## src/design/cpu_regs_pkg.sv

```systemverilog
package cpu_regs_pkg;

  localparam int unsigned NUM_WORDS   = 8;
  localparam int unsigned WORD_W      = 16;
  localparam int unsigned BYTE_W      = 8;
  localparam int unsigned SEL_W       = 3;
  localparam logic [2:0]  STACK_INDEX = 3'h7;

  // Flag bit positions
  localparam int unsigned FLAG_I  = 7;
  localparam int unsigned FLAG_U6 = 6;
  localparam int unsigned FLAG_H  = 5;
  localparam int unsigned FLAG_U4 = 4;
  localparam int unsigned FLAG_N  = 3;
  localparam int unsigned FLAG_Z  = 2;
  localparam int unsigned FLAG_V  = 1;
  localparam int unsigned FLAG_C  = 0;

  localparam logic [15:0] RESET_VECTOR_ADDR = 16'h0000;
  localparam logic        MASK_RESET        = 1'b1;
  localparam logic [15:0] WORD_ALIGN_MASK   = 16'hfffe;

  // Register write sizes
  typedef enum logic [1:0]
  {
    WR_NONE,
    WR_HIGH,
    WR_LOW,
    WR_WORD
  } wr_size_t;

  // Operations on the flag register
  typedef enum logic [2:0]
  {
    FOP_NONE,
    FOP_LOAD,
    FOP_AND,
    FOP_OR,
    FOP_XOR,
    FOP_POP
  } flag_op_t;

  // Flag update source kinds
  typedef enum logic [1:0]
  {
    ALU_NONE,
    ALU_BYTE,
    ALU_WORD
  } alu_kind_t;

endpackage

```

## src/design/cpu_register_set_and_flags.sv

```systemverilog
`timescale 1ns/1ns
module cpu_register_set_and_flags
  import cpu_regs_pkg::*;
(
  input  wire logic                            clk_sys_i,
  input  wire logic                            rst_b_i,
  // Register file write port
  input  wire cpu_regs_pkg::wr_size_t          wr_size_i,
  input  wire logic [cpu_regs_pkg::SEL_W-1:0]  wr_sel_i,
  input  wire logic [15:0]                     wr_data_i,
  // Data read port A (byte select uses hi flag)
  input  wire logic [cpu_regs_pkg::SEL_W-1:0]  rd_sel_i,
  input  wire logic                            rd_byte_i,
  input  wire logic                            rd_high_i,
  output logic      [15:0]                     rd_data_o,
  // Address read port, always a full word
  input  wire logic [cpu_regs_pkg::SEL_W-1:0]  addr_sel_i,
  input  wire logic                            addr_word_access_i,
  output logic      [15:0]                     addr_o,
  // Stack pointer view
  output logic      [15:0]                     stack_pointer_o,
  // Program counter
  input  wire logic                            pc_load_i,
  input  wire logic [15:0]                     pc_data_i,
  input  wire logic                            vector_valid_i,
  input  wire logic [15:0]                     vector_data_i,
  output logic      [15:0]                     program_counter_o,
  output logic      [15:0]                     fetch_addr_o,
  output logic                                 vector_req_o,
  output logic      [15:0]                     vector_addr_o,
  // Flag register
  input  wire cpu_regs_pkg::flag_op_t          flag_op_i,
  input  wire logic [15:0]                     flag_wdata_i,
  input  wire logic                            exception_entry_i,
  input  wire cpu_regs_pkg::alu_kind_t         alu_kind_i,
  input  wire logic [16:0]                     alu_sum_i,
  input  wire logic                            alu_half_carry_i,
  input  wire logic                            alu_overflow_i,
  input  wire logic [7:0]                      alu_upd_mask_i,
  input  wire logic                            bit_acc_we_i,
  input  wire logic                            bit_acc_i,
  output logic      [7:0]                      condition_flags_o,
  output logic      [15:0]                     flags_push_word_o,
  output logic                                 irq_masked_o,
  output logic      [3:0]                      branch_cond_o,
  output logic                                 dec_adjust_half_o,
  output logic                                 bit_acc_o
);

  ////////////////////////////////////////////////////////////////////////
  // Word registers
  logic [WORD_W-1:0] word_q [NUM_WORDS];

  // Pairs of byte registers form each word
  genvar gi;
  generate
    for (gi = 0; gi < NUM_WORDS; gi++)
    begin : g_reg
      word_reg u_word
      (
        .clk_sys_i (clk_sys_i),
        .wr_high_i (wr_sel_i == SEL_W'(gi) && (wr_size_i == WR_HIGH || wr_size_i == WR_WORD)),
        .wr_low_i  (wr_sel_i == SEL_W'(gi) && (wr_size_i == WR_LOW || wr_size_i == WR_WORD)),
        .wdata_i   (wr_size_i == WR_LOW ? {8'h00, wr_data_i[7:0]} :
                    wr_size_i == WR_HIGH ? {wr_data_i[7:0], 8'h00} : wr_data_i),
        .q_o       (word_q[gi])
      );
    end
  endgenerate

  ////////////////////////////////////////////////////////////////////////
  // State
  typedef struct packed
  {
    logic [15:0] pc;
    logic [15:0] fetch;
    logic [7:0]  flags;
    logic        boot;
    logic [15:0] rd_data;
    logic [15:0] addr;
    logic [15:0] sp;
  } state_t;

  state_t st;
  state_t next_st;

  logic [15:0] rd_word;
  logic [7:0]  res_byte;
  logic        res_msb;
  logic        res_zero;
  logic        res_carry;

  assign rd_word   = word_q[rd_sel_i];
  assign res_byte  = alu_sum_i[7:0];
  assign res_msb   = (alu_kind_i == ALU_WORD) ? alu_sum_i[15] : alu_sum_i[7];
  assign res_zero  = (alu_kind_i == ALU_WORD) ? (alu_sum_i[15:0] == 16'h0000) : (res_byte == 8'h00);
  assign res_carry = (alu_kind_i == ALU_WORD) ? alu_sum_i[16] : alu_sum_i[8];

  // Next-state logic; flag priority: exception, software op, ALU
  always_comb
  begin
    next_st = st;
    // Byte read places data in low lane
    if (rd_byte_i)
      next_st.rd_data = {8'h00, rd_high_i ? rd_word[15:8] : rd_word[7:0]};
    else
      next_st.rd_data = rd_word;
    // Word access forces even address
    next_st.addr = addr_word_access_i ? (word_q[addr_sel_i] & WORD_ALIGN_MASK)
                                      : word_q[addr_sel_i];
    next_st.sp   = word_q[STACK_INDEX];
    // Boot: wait for reset vector word
    if (st.boot)
    begin
      if (vector_valid_i)
      begin
        next_st.pc   = vector_data_i;
        next_st.boot = 1'b0;
      end
    end
    else if (pc_load_i)
      next_st.pc = pc_data_i;
    // Fetch address kept in a flop so the output needs no gate
    next_st.fetch = next_st.pc & WORD_ALIGN_MASK;
    // ALU-driven flags, only bits named in the update mask
    if (alu_kind_i != ALU_NONE)
    begin
      if (alu_upd_mask_i[FLAG_H])
        next_st.flags[FLAG_H] = alu_half_carry_i;
      if (alu_upd_mask_i[FLAG_N])
        next_st.flags[FLAG_N] = res_msb;
      if (alu_upd_mask_i[FLAG_Z])
        next_st.flags[FLAG_Z] = res_zero;
      if (alu_upd_mask_i[FLAG_V])
        next_st.flags[FLAG_V] = alu_overflow_i;
      if (alu_upd_mask_i[FLAG_C])
        next_st.flags[FLAG_C] = res_carry;
    end
    if (bit_acc_we_i)
      next_st.flags[FLAG_C] = bit_acc_i;
    // Software access; user bits only change here
    unique case (flag_op_i)
      FOP_LOAD: next_st.flags = flag_wdata_i[7:0];
      FOP_AND:  next_st.flags = st.flags & flag_wdata_i[7:0];
      FOP_OR:   next_st.flags = st.flags | flag_wdata_i[7:0];
      FOP_XOR:  next_st.flags = st.flags ^ flag_wdata_i[7:0];
      FOP_POP:  next_st.flags = flag_wdata_i[15:8];
      default:  ;
    endcase
    if (exception_entry_i)
      next_st.flags[FLAG_I] = 1'b1;
  end

  ////////////////////////////////////////////////////////////////////////
  // Register stage; only mask and boot reset, the rest stays undefined
  // One process owns the whole state word, so no field has two drivers
  always_ff @(posedge clk_sys_i or negedge rst_b_i)
  begin
    if (!rst_b_i)
    begin
      st.boot          <= 1'b1;
      st.flags[FLAG_I] <= MASK_RESET;
    end
    else
    begin
      st <= next_st;
    end
  end

  ////////////////////////////////////////////////////////////////////////
  // Outputs
  assign rd_data_o         = st.rd_data;
  assign addr_o            = st.addr;
  assign stack_pointer_o   = st.sp;
  assign program_counter_o = st.pc;
  assign fetch_addr_o      = st.fetch;
  assign vector_req_o      = st.boot;
  assign vector_addr_o     = RESET_VECTOR_ADDR;
  assign condition_flags_o = st.flags;
  assign flags_push_word_o = {st.flags, st.flags};
  assign irq_masked_o      = st.flags[FLAG_I];
  assign branch_cond_o     = st.flags[3:0];
  assign dec_adjust_half_o = st.flags[FLAG_H];
  assign bit_acc_o         = st.flags[FLAG_C];

  ////////////////////////////////////////////////////////////////////////
  // Checks
  property p_mask_on_exc;
    @(posedge clk_sys_i) disable iff (!rst_b_i)
    exception_entry_i |=> irq_masked_o;
  endproperty
  a_mask_on_exc: assert property (p_mask_on_exc) else $error("mask not set on exception");

  property p_pc_vector;
    @(posedge clk_sys_i) disable iff (!rst_b_i)
    (vector_req_o && vector_valid_i) |=> (program_counter_o == $past(vector_data_i)) && !vector_req_o;
  endproperty
  a_pc_vector: assert property (p_pc_vector) else $error("vector not loaded");

  property p_fetch_even;
    @(posedge clk_sys_i) disable iff (!rst_b_i)
    !vector_req_o |-> (fetch_addr_o[0] == 1'b0) && (fetch_addr_o[15:1] == program_counter_o[15:1]);
  endproperty
  a_fetch_even: assert property (p_fetch_even) else $error("fetch address odd");

  property p_push_copy;
    @(posedge clk_sys_i) disable iff (!rst_b_i)
    (flag_op_i == FOP_LOAD && !exception_entry_i) |=> flags_push_word_o == {2{$past(flag_wdata_i[7:0])}};
  endproperty
  a_push_copy: assert property (p_push_copy) else $error("push copies differ");

  property p_pop_upper;
    @(posedge clk_sys_i) disable iff (!rst_b_i)
    (flag_op_i == FOP_POP && !exception_entry_i) |=> condition_flags_o == $past(flag_wdata_i[15:8]);
  endproperty
  a_pop_upper: assert property (p_pop_upper) else $error("pop used wrong byte");

  property p_and_op;
    @(posedge clk_sys_i) disable iff (!rst_b_i)
    (flag_op_i == FOP_AND && !exception_entry_i) |=>
      condition_flags_o == ($past(condition_flags_o) & $past(flag_wdata_i[7:0]));
  endproperty
  a_and_op: assert property (p_and_op) else $error("flag and wrong");

  property p_zero_flag;
    @(posedge clk_sys_i) disable iff (!rst_b_i)
    (alu_kind_i == ALU_BYTE && alu_upd_mask_i[FLAG_Z] && flag_op_i == FOP_NONE) |=>
      condition_flags_o[FLAG_Z] == ($past(alu_sum_i[7:0]) == 8'h00);
  endproperty
  a_zero_flag: assert property (p_zero_flag) else $error("zero flag wrong");

  property p_carry_byte;
    @(posedge clk_sys_i) disable iff (!rst_b_i)
    (alu_kind_i == ALU_BYTE && alu_upd_mask_i[FLAG_C] && !bit_acc_we_i && flag_op_i == FOP_NONE) |=>
      bit_acc_o == $past(alu_sum_i[8]);
  endproperty
  a_carry_byte: assert property (p_carry_byte) else $error("carry wrong");

  property p_word_write;
    @(posedge clk_sys_i) disable iff (!rst_b_i)
    (wr_size_i == WR_WORD && wr_sel_i == STACK_INDEX) |=> ##1 stack_pointer_o == $past(wr_data_i, 2);
  endproperty
  a_word_write: assert property (p_word_write) else $error("stack write lost");

  property p_low_keeps_high;
    @(posedge clk_sys_i) disable iff (!rst_b_i)
    (wr_size_i == WR_LOW && wr_sel_i == STACK_INDEX) |=>
      ##1 stack_pointer_o == {$past(word_q[STACK_INDEX][15:8], 2), $past(wr_data_i[7:0], 2)};
  endproperty
  a_low_keeps_high: assert property (p_low_keeps_high) else $error("byte write hit other half");

  // Boot and jump handling
  property p_boot_hold;
    @(posedge clk_sys_i) disable iff (!rst_b_i)
    (vector_req_o && !vector_valid_i) |=> vector_req_o;
  endproperty
  a_boot_hold: assert property (p_boot_hold) else $error("boot left without vector");

  property p_pc_load;
    @(posedge clk_sys_i) disable iff (!rst_b_i)
    (pc_load_i && !vector_req_o) |=> program_counter_o == $past(pc_data_i);
  endproperty
  a_pc_load: assert property (p_pc_load) else $error("jump target lost");

  // Flag sources
  property p_bit_acc;
    @(posedge clk_sys_i) disable iff (!rst_b_i)
    (bit_acc_we_i && flag_op_i == FOP_NONE) |=> bit_acc_o == $past(bit_acc_i);
  endproperty
  a_bit_acc: assert property (p_bit_acc) else $error("bit accumulator not written");

  property p_half_word;
    @(posedge clk_sys_i) disable iff (!rst_b_i)
    (alu_kind_i == ALU_WORD && alu_upd_mask_i[FLAG_H] && flag_op_i == FOP_NONE) |=>
      dec_adjust_half_o == $past(alu_half_carry_i);
  endproperty
  a_half_word: assert property (p_half_word) else $error("word half carry wrong");

  property p_neg_word;
    @(posedge clk_sys_i) disable iff (!rst_b_i)
    (alu_kind_i == ALU_WORD && alu_upd_mask_i[FLAG_N] && flag_op_i == FOP_NONE) |=>
      condition_flags_o[FLAG_N] == $past(alu_sum_i[15]);
  endproperty
  a_neg_word: assert property (p_neg_word) else $error("word sign flag wrong");

  // Read ports
  property p_byte_read_high;
    @(posedge clk_sys_i) disable iff (!rst_b_i)
    (rd_byte_i && rd_high_i) |=> rd_data_o == {8'h00, $past(word_q[rd_sel_i][15:8])};
  endproperty
  a_byte_read_high: assert property (p_byte_read_high) else $error("high byte read wrong");

  property p_addr_word;
    @(posedge clk_sys_i) disable iff (!rst_b_i)
    addr_word_access_i |=> (addr_o[0] == 1'b0) && (addr_o[15:1] == $past(word_q[addr_sel_i][15:1]));
  endproperty
  a_addr_word: assert property (p_addr_word) else $error("word address not aligned");

  c_exc: cover property (@(posedge clk_sys_i) disable iff (!rst_b_i) exception_entry_i);
  c_boot: cover property (@(posedge clk_sys_i) disable iff (!rst_b_i) vector_req_o && vector_valid_i);
  c_pop: cover property (@(posedge clk_sys_i) disable iff (!rst_b_i) flag_op_i == FOP_POP);
  c_word: cover property (@(posedge clk_sys_i) disable iff (!rst_b_i) alu_kind_i == ALU_WORD);
  c_low: cover property (@(posedge clk_sys_i) disable iff (!rst_b_i) wr_size_i == WR_LOW && wr_sel_i == STACK_INDEX);

endmodule

```

## src/design/word_reg.sv

```systemverilog
`timescale 1ns/1ns
// One word register with byte-lane writes
module word_reg
  import cpu_regs_pkg::*;
(
  input  wire logic                 clk_sys_i,
  input  wire logic                 wr_high_i,
  input  wire logic                 wr_low_i,
  input  wire logic [WORD_W-1:0]    wdata_i,
  output logic      [WORD_W-1:0]    q_o
);

  typedef struct packed
  {
    logic [BYTE_W-1:0] high;
    logic [BYTE_W-1:0] low;
  } word_state_t;

  word_state_t st;
  word_state_t next_st;

  // Untouched lane holds its value
  always_comb
  begin
    next_st = st;
    if (wr_high_i)
      next_st.high = wdata_i[15:8];
    if (wr_low_i)
      next_st.low = wdata_i[7:0];
  end

  // No reset: contents undefined after reset
  always_ff @(posedge clk_sys_i)
  begin
    st <= next_st;
  end

  assign q_o = st;

endmodule

```

## config.mk

```make
export PLATFORM = sky130hd
export DESIGN_NAME = cpu_register_set_and_flags
export DESIGN_NICKNAME = d
export VERILOG_FILES = /design/src/design/cpu_regs_pkg.sv /design/src/design/cpu_register_set_and_flags.sv /design/src/design/word_reg.sv
export SDC_FILE = /design/constraint.sdc
export NUM_CORES = 1
export LEC_CHECK = 0
export BUFFER_PORTS_ARGS = -buffer_cell sky130_fd_sc_hd__buf_2
export CAP_MARGIN = 30
export CORE_UTILIZATION = 49
export CTS_CLUSTER_SIZE = 20
export DETAILED_ROUTE_END_ITERATION = 10
export GPL_ROUTABILITY_DRIVEN = 0
export PLACE_DENSITY = 0.77
export SLEW_MARGIN = 5
export SYNTH_ARGS = -nofsm -noshare
export SYNTH_HDL_FRONTEND = slang
export SYNTH_HIERARCHICAL = 1
export SYNTH_SLANG_ARGS = --single-unit
```

## constraint.sdc

```tcl
create_clock -name clk_sys_i -period 2.3 [get_ports clk_sys_i]
set_clock_uncertainty 0.15 [all_clocks]
set_input_delay 0.115 -clock clk_sys_i [delete_from_list [all_inputs] [get_ports clk_sys_i]]
set_output_delay 0.115 -clock clk_sys_i [all_outputs]
set_load 0.02 [all_outputs]
```

; ---- After elaboration in Yosys (flattened, before gate mapping)
; Index checks and enable logic that the tools add are counted.
[word_totals]
ff_bits = 201
inputBits = 117
output_inout_bits = 128
wordCells = 122
[op_classes]
n_lt_le_gt_ge = 2
n_eq_ne = 17
mux = 28
n_bitwise = 5
reduce_logical = 39
[op_table]
columns = operator, n
row1 = 16-bit two-way mux, 9
row2 = 16-bit binary-select mux with 3-bit select, 2
row3 = 8-bit case mux with 5 select lines, 1
row4 = 6-bit nonzero test, 6
row5 = 3-bit == test (second input constant), 6
row6 = 3-bit AND reduction, 6
row7 = 1-bit logical AND, 16
row8 = 16-bit logical NOT, 1
row9 = 8-bit two-way mux, 2
row10 = 7-bit nonzero test, 2
row11 = 1-bit two-way mux, 13
row12 = 3-bit by 2-bit == test with 1-bit output (second input constant), 4
row13 = 8-bit bitwise AND, 1
row14 = 4-bit >= comparator (second input constant), 2
row15 = 8-bit logical NOT, 1
row16 = 3-bit inverter with 4-bit output, 2
row17 = 8-bit OR, 1
row18 = 8-bit XOR, 1
row19 = 2-bit == test (second input constant), 3
row20 = 3-bit by 1-bit == test with 1-bit output (second input constant), 2
row21 = 5-bit nonzero test, 1
row22 = 4-bit two-way mux, 1
row23 = 2-bit nonzero test, 2
row24 = 3-bit logical NOT, 1
row25 = 4 further kinds, 5

; ---- Logic depth before layout (Yosys ltp)
; Gate-level depths: netlist of run 1.
[logic_depth]
word_depth = 7
mapped_depth = 7
mapped_depth_nobuf = 6

; ---- By module
; The synthesis of run 1 kept the hierarchy.
[by_module_without_submodules]
columns = mod, n_inst, cells_each, area_per_inst_um2, seq_area_each_um2
row1 = cpu_register_set_and_flags, 1, 460, 6132.1, 2184.6
row2 = word_reg, 8, 16, 480.5, 480.5

; ---- Worst setup path after synthesis of run 1
; Ideal clock, no wire load.
[synth_path]
kind = register -> register
start = register st (netlist bit vector_req_o)
end = register st (netlist bit program_counter_o[0]), enable pin
setup_ns = 0.390
arrival_time_ns = 1.778
required_time_ns = 1.760
path_slack_ns = -0.019
path_stages_with_launch = 4
n_path_buf = 1
synth_period_minus_slack_ns = 2.319
cell_sequence = dfstp_2 > clkbuf_1 > mux2i_1 > nor2b_1
[synth_between]
elab_chain_len = 2
elab_cells_between_ends = 3
cone_classes = 1 x eq/ne / 2 x reduce/logical
[synth_rtl]
columns = element, line
row1 = start: declaration, cpu_register_set_and_flags.sv:84  ; state_t st;
row2 = start signal: assignment, cpu_register_set_and_flags.sv:166  ; st <= next_st;
row3 = 2-bit inequality test (no line) / 2-bit nonzero test (equally long branches), n/a
row4 = 3-bit AND reduction (no line) (*), n/a
; Every way passes the cells marked *; elsewhere a longest branch is shown, timed or not.
; A chain may end at the register's enable or synchronous reset.

; ---- Worst setup path after layout of run 1
[layout_path]
start = input port flag_op_i[1]
end = register st (netlist bit bit_acc_o), enable pin
[layout_between]
elab_chain_len = 3
elab_cells_between_ends = 8
cone_classes = 5 x eq/ne / 3 x reduce/logical
[layout_rtl]
columns = element, line
row1 = start: declaration, cpu_register_set_and_flags.sv:32  ; input wire cpu_regs_pkg::flag_op_t flag_op_i,
row2 = 3-bit == test (tied with other cells), cpu_register_set_and_flags.sv:142  ; unique case (flag_op_i)
row3 = 7-bit nonzero test (no line), n/a
row4 = 3-bit AND reduction (no line) (*), n/a
; Marks and branches as above.

==> reports/results.ini, run 1 <==
[placement]
place.port_buffers=224
place.detailed.hpwl_um=16700
worst_setup_timing_slack_at_the_placement_stage_ps=389
place_area_mm2=0.0112
dp_cells=1047

[route]
dr_total_vias=6291
detail_route.iter0.violations=456
avgRoutedWirePerCell_um=20.7
drt-total-wl_um=23900
remaining_drc_errors=0
firstDrtPassIters=5
avgViaCountPerCell=5.44
antenna_left=0

[synthesis]
async_reset_ff_share_pct=0.995
synth-seq-area-share_pct=60.4
syn-mean-instance-area_um2=17.0
synthTopCellsByCount=sky130_fd_sc_hd__edfxtp_1 (199), sky130_fd_sc_hd__buf_4 (56), sky130_fd_sc_hd__mux2_2 (45)
yosysMostFrequentCell=sky130_fd_sc_hd__edfxtp_1
synth_top_flop_cell=sky130_fd_sc_hd__edfxtp_1
synth.top_cells.by_area=sky130_fd_sc_hd__edfxtp_1 (60%), sky130_fd_sc_hd__mux4_2 (8.6%), sky130_fd_sc_hd__mux4_1 (6.8%), sky130_fd_sc_hd__mux2_2 (5.1%), sky130_fd_sc_hd__buf_4 (4.2%)
synth_largest_area_cell=sky130_fd_sc_hd__edfxtp_1
synth.cell_area_mm2=0.00998
netlist_instances=588
synth-warning-count=6
share_of_the_synthesized_area_in_the_top_cell_type_pct=59.9
ys_seq_elements=201
synthDistinctLibCells=42
synth_enable_flop_cells=199

[setup_path]
critical-path-top-cell-by-count=sky130_fd_sc_hd__dlygate4sd3_1
endpoint_kind=flop
timing_worst_setup_path_type=in -> reg
crit_path_cell_trace=buf_2 -> dlygate4sd3_1 -> inv_1 -> ha_1 -> or4_1 -> o31a_1 -> o21a_1 -> dlygate4sd3_1
worstPathBufferInverterCount=4
crit_family=buffers and inverters
worst-path-max-fanout=2
setup.worst_path.start_class=input pin
critical_path_required_ps=2400
critPathArrivalTime_ps=2380
timing.critical_path.slowest_cell_delay_ps=550
slowest_stage=sky130_fd_sc_hd__dlygate4sd3_1

[floorplan]
die_area_mm2=0.0209
io_pins=245
core_region_area_mm2=0.0197
die-height_um=145
die-width_um=145
fp-row-count=51
floorplan.initialDensity_pct=50.6

[sta]
final_hold_viols=0
setup-violations-final=0
slew_headroom_pct=64.3
tns_ps=0
crit_share_post_route_pct=98.9
setup_repair_after_global_routing_missed_its_margin=false
setup_ws_post_layout_ps=25.0
period_minus_slack_ps=2270
tightestPinTransition_ps=535
report.final.slew_viol_count=0
timing.hold.ws_ps=15.2
max_freq_mhz=440

[global_route]
grt_max_degree=33
grt-busiest-layer=met2
grtUsageMet1_pct=28.2
overflow=0
first_global_vias=6188
grtUsageMet3_pct=3.65
grt_antenna_before_repair=3
use_met2_pct=40.7
globalRouteTotalUtil_pct=22.9
grt_first_pass_wirelength_um=34700

[clock_tree]
root_buffer_selected_by_cts=sky130_fd_sc_hd__clkbuf_16
clkSinkCount=201
cts_resized=0
cts_tree=done
insertion_delay_of_the_later_clocked_pin_in_the_worst_skew_pair_ps=490
clk_pin_slew_ps=60
cts_buffers=22
clock_tree.buffer_depth=3
ctsHtreeMaxLevel=1

[worst_hold_path]
class_of_the_tightest_hold_or_removal_check=in -> reg

[layout]
postLayoutCellArea_mm2=0.0125
multi_input_area_mm2=0.00332
layout-drive-gt1-share_pct=42.7
ff_latch_area_mm2=0.00603
filler_cell_count=1382
finalNetCount=1007
final_core_occ_pct=63.6
layout-area-overhead-vs-synth_pct=25.7
final_cells=1156

[power_and_ir_drop]
cellLeakagePower_nw=4.77
pwr_density_cell_mw_per_mm2=707
max_rail_drop_vdd_mv=0.551
finalPower_mw=8.87

[outcome]
status=complete, no violations

[job]
drv_cap=0

## timing repair
action                     CTS  global route
hold buffers                65             0
buffers inserted             0             1
hold endpoints to repair    78             0
setup endpoints to repair    0             1
## state kept, by name, indices dropped and copies added (netlist names)
register and count:
stack_pointer_o 16, program_counter_o 16, addr_o 16, g.u_word/q_o 128, branch_cond_o 3, condition_flags_o 3, irq_masked_o 1, rd_data_o 16
vector_req_o 1, bit_acc_o 1
## power breakdown
part | total (mW) | internal, mW | switching [mW]
sequential | 4.33 | 4.25 | 0.0815
combinational | 1.28 | 0.574 | 0.704
clock | 3.26 | 1.91 | 1.35
## worst paths after layout
path,from,slack [ps],endpoint,depth (start not counted)
worst max-delay path,flag_op_i[1],30,bit_acc_o$_DFFE_PP_,8
worst min-delay path,wr_data_i[13],20,g_reg[2].u_word/q_o[13]$_DFFE_PP_,2
worst max register to register,vector_req_o$_DFF_PN1_,90,program_counter_o[12]$_DFFE_PP_,3
worst min register to register,g_reg[7].u_word/q_o[7]$_DFFE_PP_,310,stack_pointer_o[7]$_DFFE_PP_,0
max in group asynchronous,rst_b_i,1420,vector_req_o$_DFF_PN1_,3
min in group asynchronous,rst_b_i,200,irq_masked_o$_DFFE_PN1P_,2
## per-layer routing
metal  up-vias  share of wire [%]
met5         -                  0
met4         0                3.5
met3        45                7.2
met2       320                 51
met1      3069                 38
li1       2857                  -
## layout make-up
class	instances	area share (%)
Sequential cell	201	48.1
Multi-Input combinational cell	300	26.4
Timing Repair Buffer	327	16.8
Clock buffer	34	5.08
Tap cell	265	2.64
Inverter	20	0.599
Clock inverter	6	0.309
Antenna cell	3	0.0599
## kinds of logic after synthesis
family	Yosys count	share of synthesized area, %
flip-flops	201	60.4
multiplexers	124	22.0
buffers and inverters	103	6.96
AND/OR/NAND/NOR	78	3.85
AO/OA/AOI/OAI	63	4.44
adder cells (fa/ha/maj)	18	2.26
other	1	0.0376
## cells in the final DEF, fill, tap and decap left out, types with 4 or more instances in the layout
master and count:
sky130_fd_sc_hd__a21oi_1 9, sky130_fd_sc_hd__a22o_1 9, sky130_fd_sc_hd__a22oi_1 13, sky130_fd_sc_hd__and2_1 9, sky130_fd_sc_hd__buf_12 4, sky130_fd_sc_hd__buf_2 224, sky130_fd_sc_hd__buf_4 34, sky130_fd_sc_hd__clkbuf_1 9
sky130_fd_sc_hd__clkbuf_16 23, sky130_fd_sc_hd__conb_1 17, sky130_fd_sc_hd__dlygate4sd3_1 65, sky130_fd_sc_hd__edfxtp_1 199, sky130_fd_sc_hd__ha_1 18, sky130_fd_sc_hd__inv_1 19, sky130_fd_sc_hd__mux2_2 45, sky130_fd_sc_hd__mux2i_1 14
sky130_fd_sc_hd__mux4_1 26, sky130_fd_sc_hd__mux4_2 38, sky130_fd_sc_hd__nand2_1 14, sky130_fd_sc_hd__nand2b_1 6, sky130_fd_sc_hd__nor2_1 27, sky130_fd_sc_hd__nor2b_1 8, sky130_fd_sc_hd__nor3_1 7, sky130_fd_sc_hd__nor4_1 4
sky130_fd_sc_hd__o21a_1 5, sky130_fd_sc_hd__o21ai_1 13
(Power assumes the default switching activity.)
==> inputs of run 2 (changes only) <==
SETUP_SLACK_MARGIN = 0.3   (was unset)
==> run 2 against run 1 <==
Worst hold slack got worse by 6.9 ps. Combinational power barely moved. Sequential share of layout area rose by 0.17 points. Count of clock-buffer cells in the layout fell by 10. Global-route usage fell by 0.95 points. Sequential cell count did not move. Power fell by 0.12%. Register-to-register slack improved by 330 ps. Clock power barely moved. Wire length fell by 3.5%. First-iteration DRC count fell by 29%. Sequential power barely moved.
==> reports/results.ini, run 2 (synthesis gave the netlist of run 1 again) <==
[global_route]
grt_antenna_before_repair=0  ; -3
globalRouteTotalUtil_pct=22.0  ; -0.95 points
overflow=0  ; unchanged
first_global_vias=6166  ; -0.36%
grt_first_pass_wirelength_um=33400  ; -3.7%
grt_max_degree=49  ; +48%

[setup_path]
timing.critical_path.slowest_cell_delay_ps=560  ; about the same
worstSetupPathDepth=7  ; -1
setup.worst_path.start_class=input pin
ff2ff_path_depth=6  ; +3
crit_family=buffers and inverters
timing_startpoint_of_the_critical_path=flag_op_i[2]
timing_worst_setup_path_type=in -> reg
worstPathBufferInverterCount=3  ; -1
crit_path_cell_trace=buf_2 -> inv_1 -> ha_1 -> or4_1 -> o31a_1 -> o21a_1 -> dlygate4sd3_1
register_to_register_setup_slack_ps=420  ; +330 ps
crit_end=bit_acc_o$_DFFE_PP_
critPathArrivalTime_ps=1980  ; -400 ps
r2r_end=condition_flags_o[5]$_DFFE_PP_
endpoint_kind=flop
critical_path_required_ps=2400  ; about the same
worst-path-max-fanout=14  ; +12
slowest_stage=sky130_fd_sc_hd__dlygate4sd3_1
reg2reg_from=condition_flags_o[5]$_DFFE_PP_

[floorplan]
die-width_um=145  ; unchanged
die-height_um=145  ; unchanged
floorplan.initialDensity_pct=50.6  ; unchanged
die_area_mm2=0.0209  ; unchanged
io_pins=245  ; unchanged
fp-row-count=51  ; unchanged
core_region_area_mm2=0.0197  ; unchanged

[clock_tree]
insertion_delay_of_the_later_clocked_pin_in_the_worst_skew_pair_ps=490  ; about the same
cts_buffers=21  ; -4.5%
root_buffer_selected_by_cts=sky130_fd_sc_hd__clkbuf_16
clkSinkCount=201  ; unchanged
ctsHtreeMaxLevel=1  ; unchanged
cts_tree=done
clk_pin_slew_ps=60  ; about the same
clock_tree.buffer_depth=3  ; unchanged

[placement]
place.port_buffers=224  ; unchanged
place.detailed.hpwl_um=15900  ; -4.9%

[sta]
tightestPinTransition_ps=529  ; -6.31 ps
max_freq_mhz=531  ; +21%
tns_ps=0  ; unchanged
period_minus_slack_ps=1880  ; -391 ps
crit_share_post_route_pct=81.9  ; -17 points
setup_repair_after_global_routing_missed_its_margin=false
slew_headroom_pct=64.7  ; +0.42 points
final_hold_viols=0  ; unchanged
setup-violations-final=0  ; unchanged
report.final.slew_viol_count=0  ; unchanged

[worst_hold_path]
class_of_the_tightest_hold_or_removal_check=in -> reg
hold_start=wr_data_i[6]

[layout]
layout-area-overhead-vs-synth_pct=25.3
layout-drive-gt1-share_pct=43.1  ; +0.37 points
max_ffs_per_register=128  ; unchanged
mostFrequentLayoutCell=sky130_fd_sc_hd__buf_2
layout.cells.most_common_list=sky130_fd_sc_hd__buf_2 (224), sky130_fd_sc_hd__edfxtp_1 (199), sky130_fd_sc_hd__dlygate4sd3_1 (63)
finalNetCount=1000  ; -0.70%

[route]
route.met2.wl_um=12200  ; -0.97%
top_layer_used=met4
dr_total_vias=6255  ; -0.57%
detail_route.iter0.violations=322  ; -29%
routed-wl-met3_um=1760  ; +2.6%
antenna_left=0  ; unchanged
route.layer.met1.wl_um=8640  ; -4.9%
drt-total-wl_um=23100  ; -3.5%
avgViaCountPerCell=5.47  ; +0.47%
avgRoutedWirePerCell_um=20.2  ; -2.5%
remaining_drc_errors=0  ; unchanged
firstDrtPassIters=5  ; unchanged

[job]
drv_cap=0  ; unchanged

[power_and_ir_drop]
max_rail_drop_vdd_mv=0.612  ; +11%
pwr_density_cell_mw_per_mm2=709  ; +0.23%
cellLeakagePower_nw=4.76  ; -0.33%
finalPower_mw=8.86  ; -0.12%

[outcome]
status=complete, no violations

[run 2: changes by cell type in the layout (fill, tap and decap cells not counted), sizes merged]
cell         previous run  this run
clkinv                  2         6
clkbuf                 34        24
clkinvlp                3         2
inv                    21        22
bufinv                  0         2
diode                   3         1
dlygate4sd3            65        63
buf                   262       258
[run 2: metal layers]
layer | GRT usage (%) | vias to the layer above
met2 | 40.5 | 302
met1 | 25.9 | 3076
li1 | - | 2840
met4 | 6.48 | 0
met5 | 0 | -
met3 | 4.18 | 37
[run 2: worst min path at each step]
stage / to / slack (ps) / cells after the start
final: g_reg[2].u_word/q_o[6]$_DFFE_PP_ / 8 / 2
after global routing: g_reg[1].u_word/q_o[6]$_DFFE_PP_ / 20 / 2
after CTS: g_reg[7].u_word/q_o[13]$_DFFE_PP_ / 4 / 2
after detailed placement: irq_masked_o$_DFFE_PN1P_ / 70 / 1
after global placement: irq_masked_o$_DFFE_PN1P_ / 80 / 1
after floorplan: irq_masked_o$_DFFE_PN1P_ / -180 / 0
[run 2: layout make-up]
cell class                      instances  area (um2)
Clock inverter                         12         120
Sequential cell                       201        6030
Tap cell                              265         332
Multi-Input combinational cell        300        3330
Antenna cell                            1        2.50
Timing Repair Buffer                  321        2070
Inverter                               20        75.1
Clock buffer                           24         537
Fill cell                            1395        7220
[run 2: worst reg2reg max path, cell delays in order (launching register included)]
cell and delay, ps:
sky130_fd_sc_hd__edfxtp_1 440, sky130_fd_sc_hd__inv_1 130, sky130_fd_sc_hd__ha_4 200, sky130_fd_sc_hd__mux2_2 250
sky130_fd_sc_hd__nand2_1 70, sky130_fd_sc_hd__o221ai_1 110, sky130_fd_sc_hd__mux2_2 280
[run 2: report_power, final]
group | internal [mW] | switching (mW) | leakage [nW]
Sequential | 4.25 | 0.0809 | 1.79
Combinational | 0.567 | 0.696 | 2.65
Clock | 1.91 | 1.36 | 0.319
[run 2: what timing repair did]
action                                  CTS  global route
setup buffers                             0             0
hold buffers                             63             0
hold endpoints to repair                 75             0
resized for setup                         0             1
endpoints found under the setup margin    0             1
[run 2: per-stage QoR]
| stage | util (%) | hold WS, ps | cell area (um2) | setup slack (ps) | cells |
|---|---|---|---|---|---|
| 2_1_floorplan | - | -183 | 10000 | 393 | 604 |
| 3_3_place_gp | 56.8 | 75.6 | 11200 | 356 | 1044 |
| 3_5_place_dp | 56.8 | 69.3 | 11200 | 319 | 1044 |
| 4_1_cts | 63.3 | 4.34 | 12500 | 393 | 1143 |
| 5_1_grt | 63.4 | 16.5 | 12500 | 324 | 1143 |
| 6_report | 63.4 | 8.31 | 12500 | 416 | 1144 |
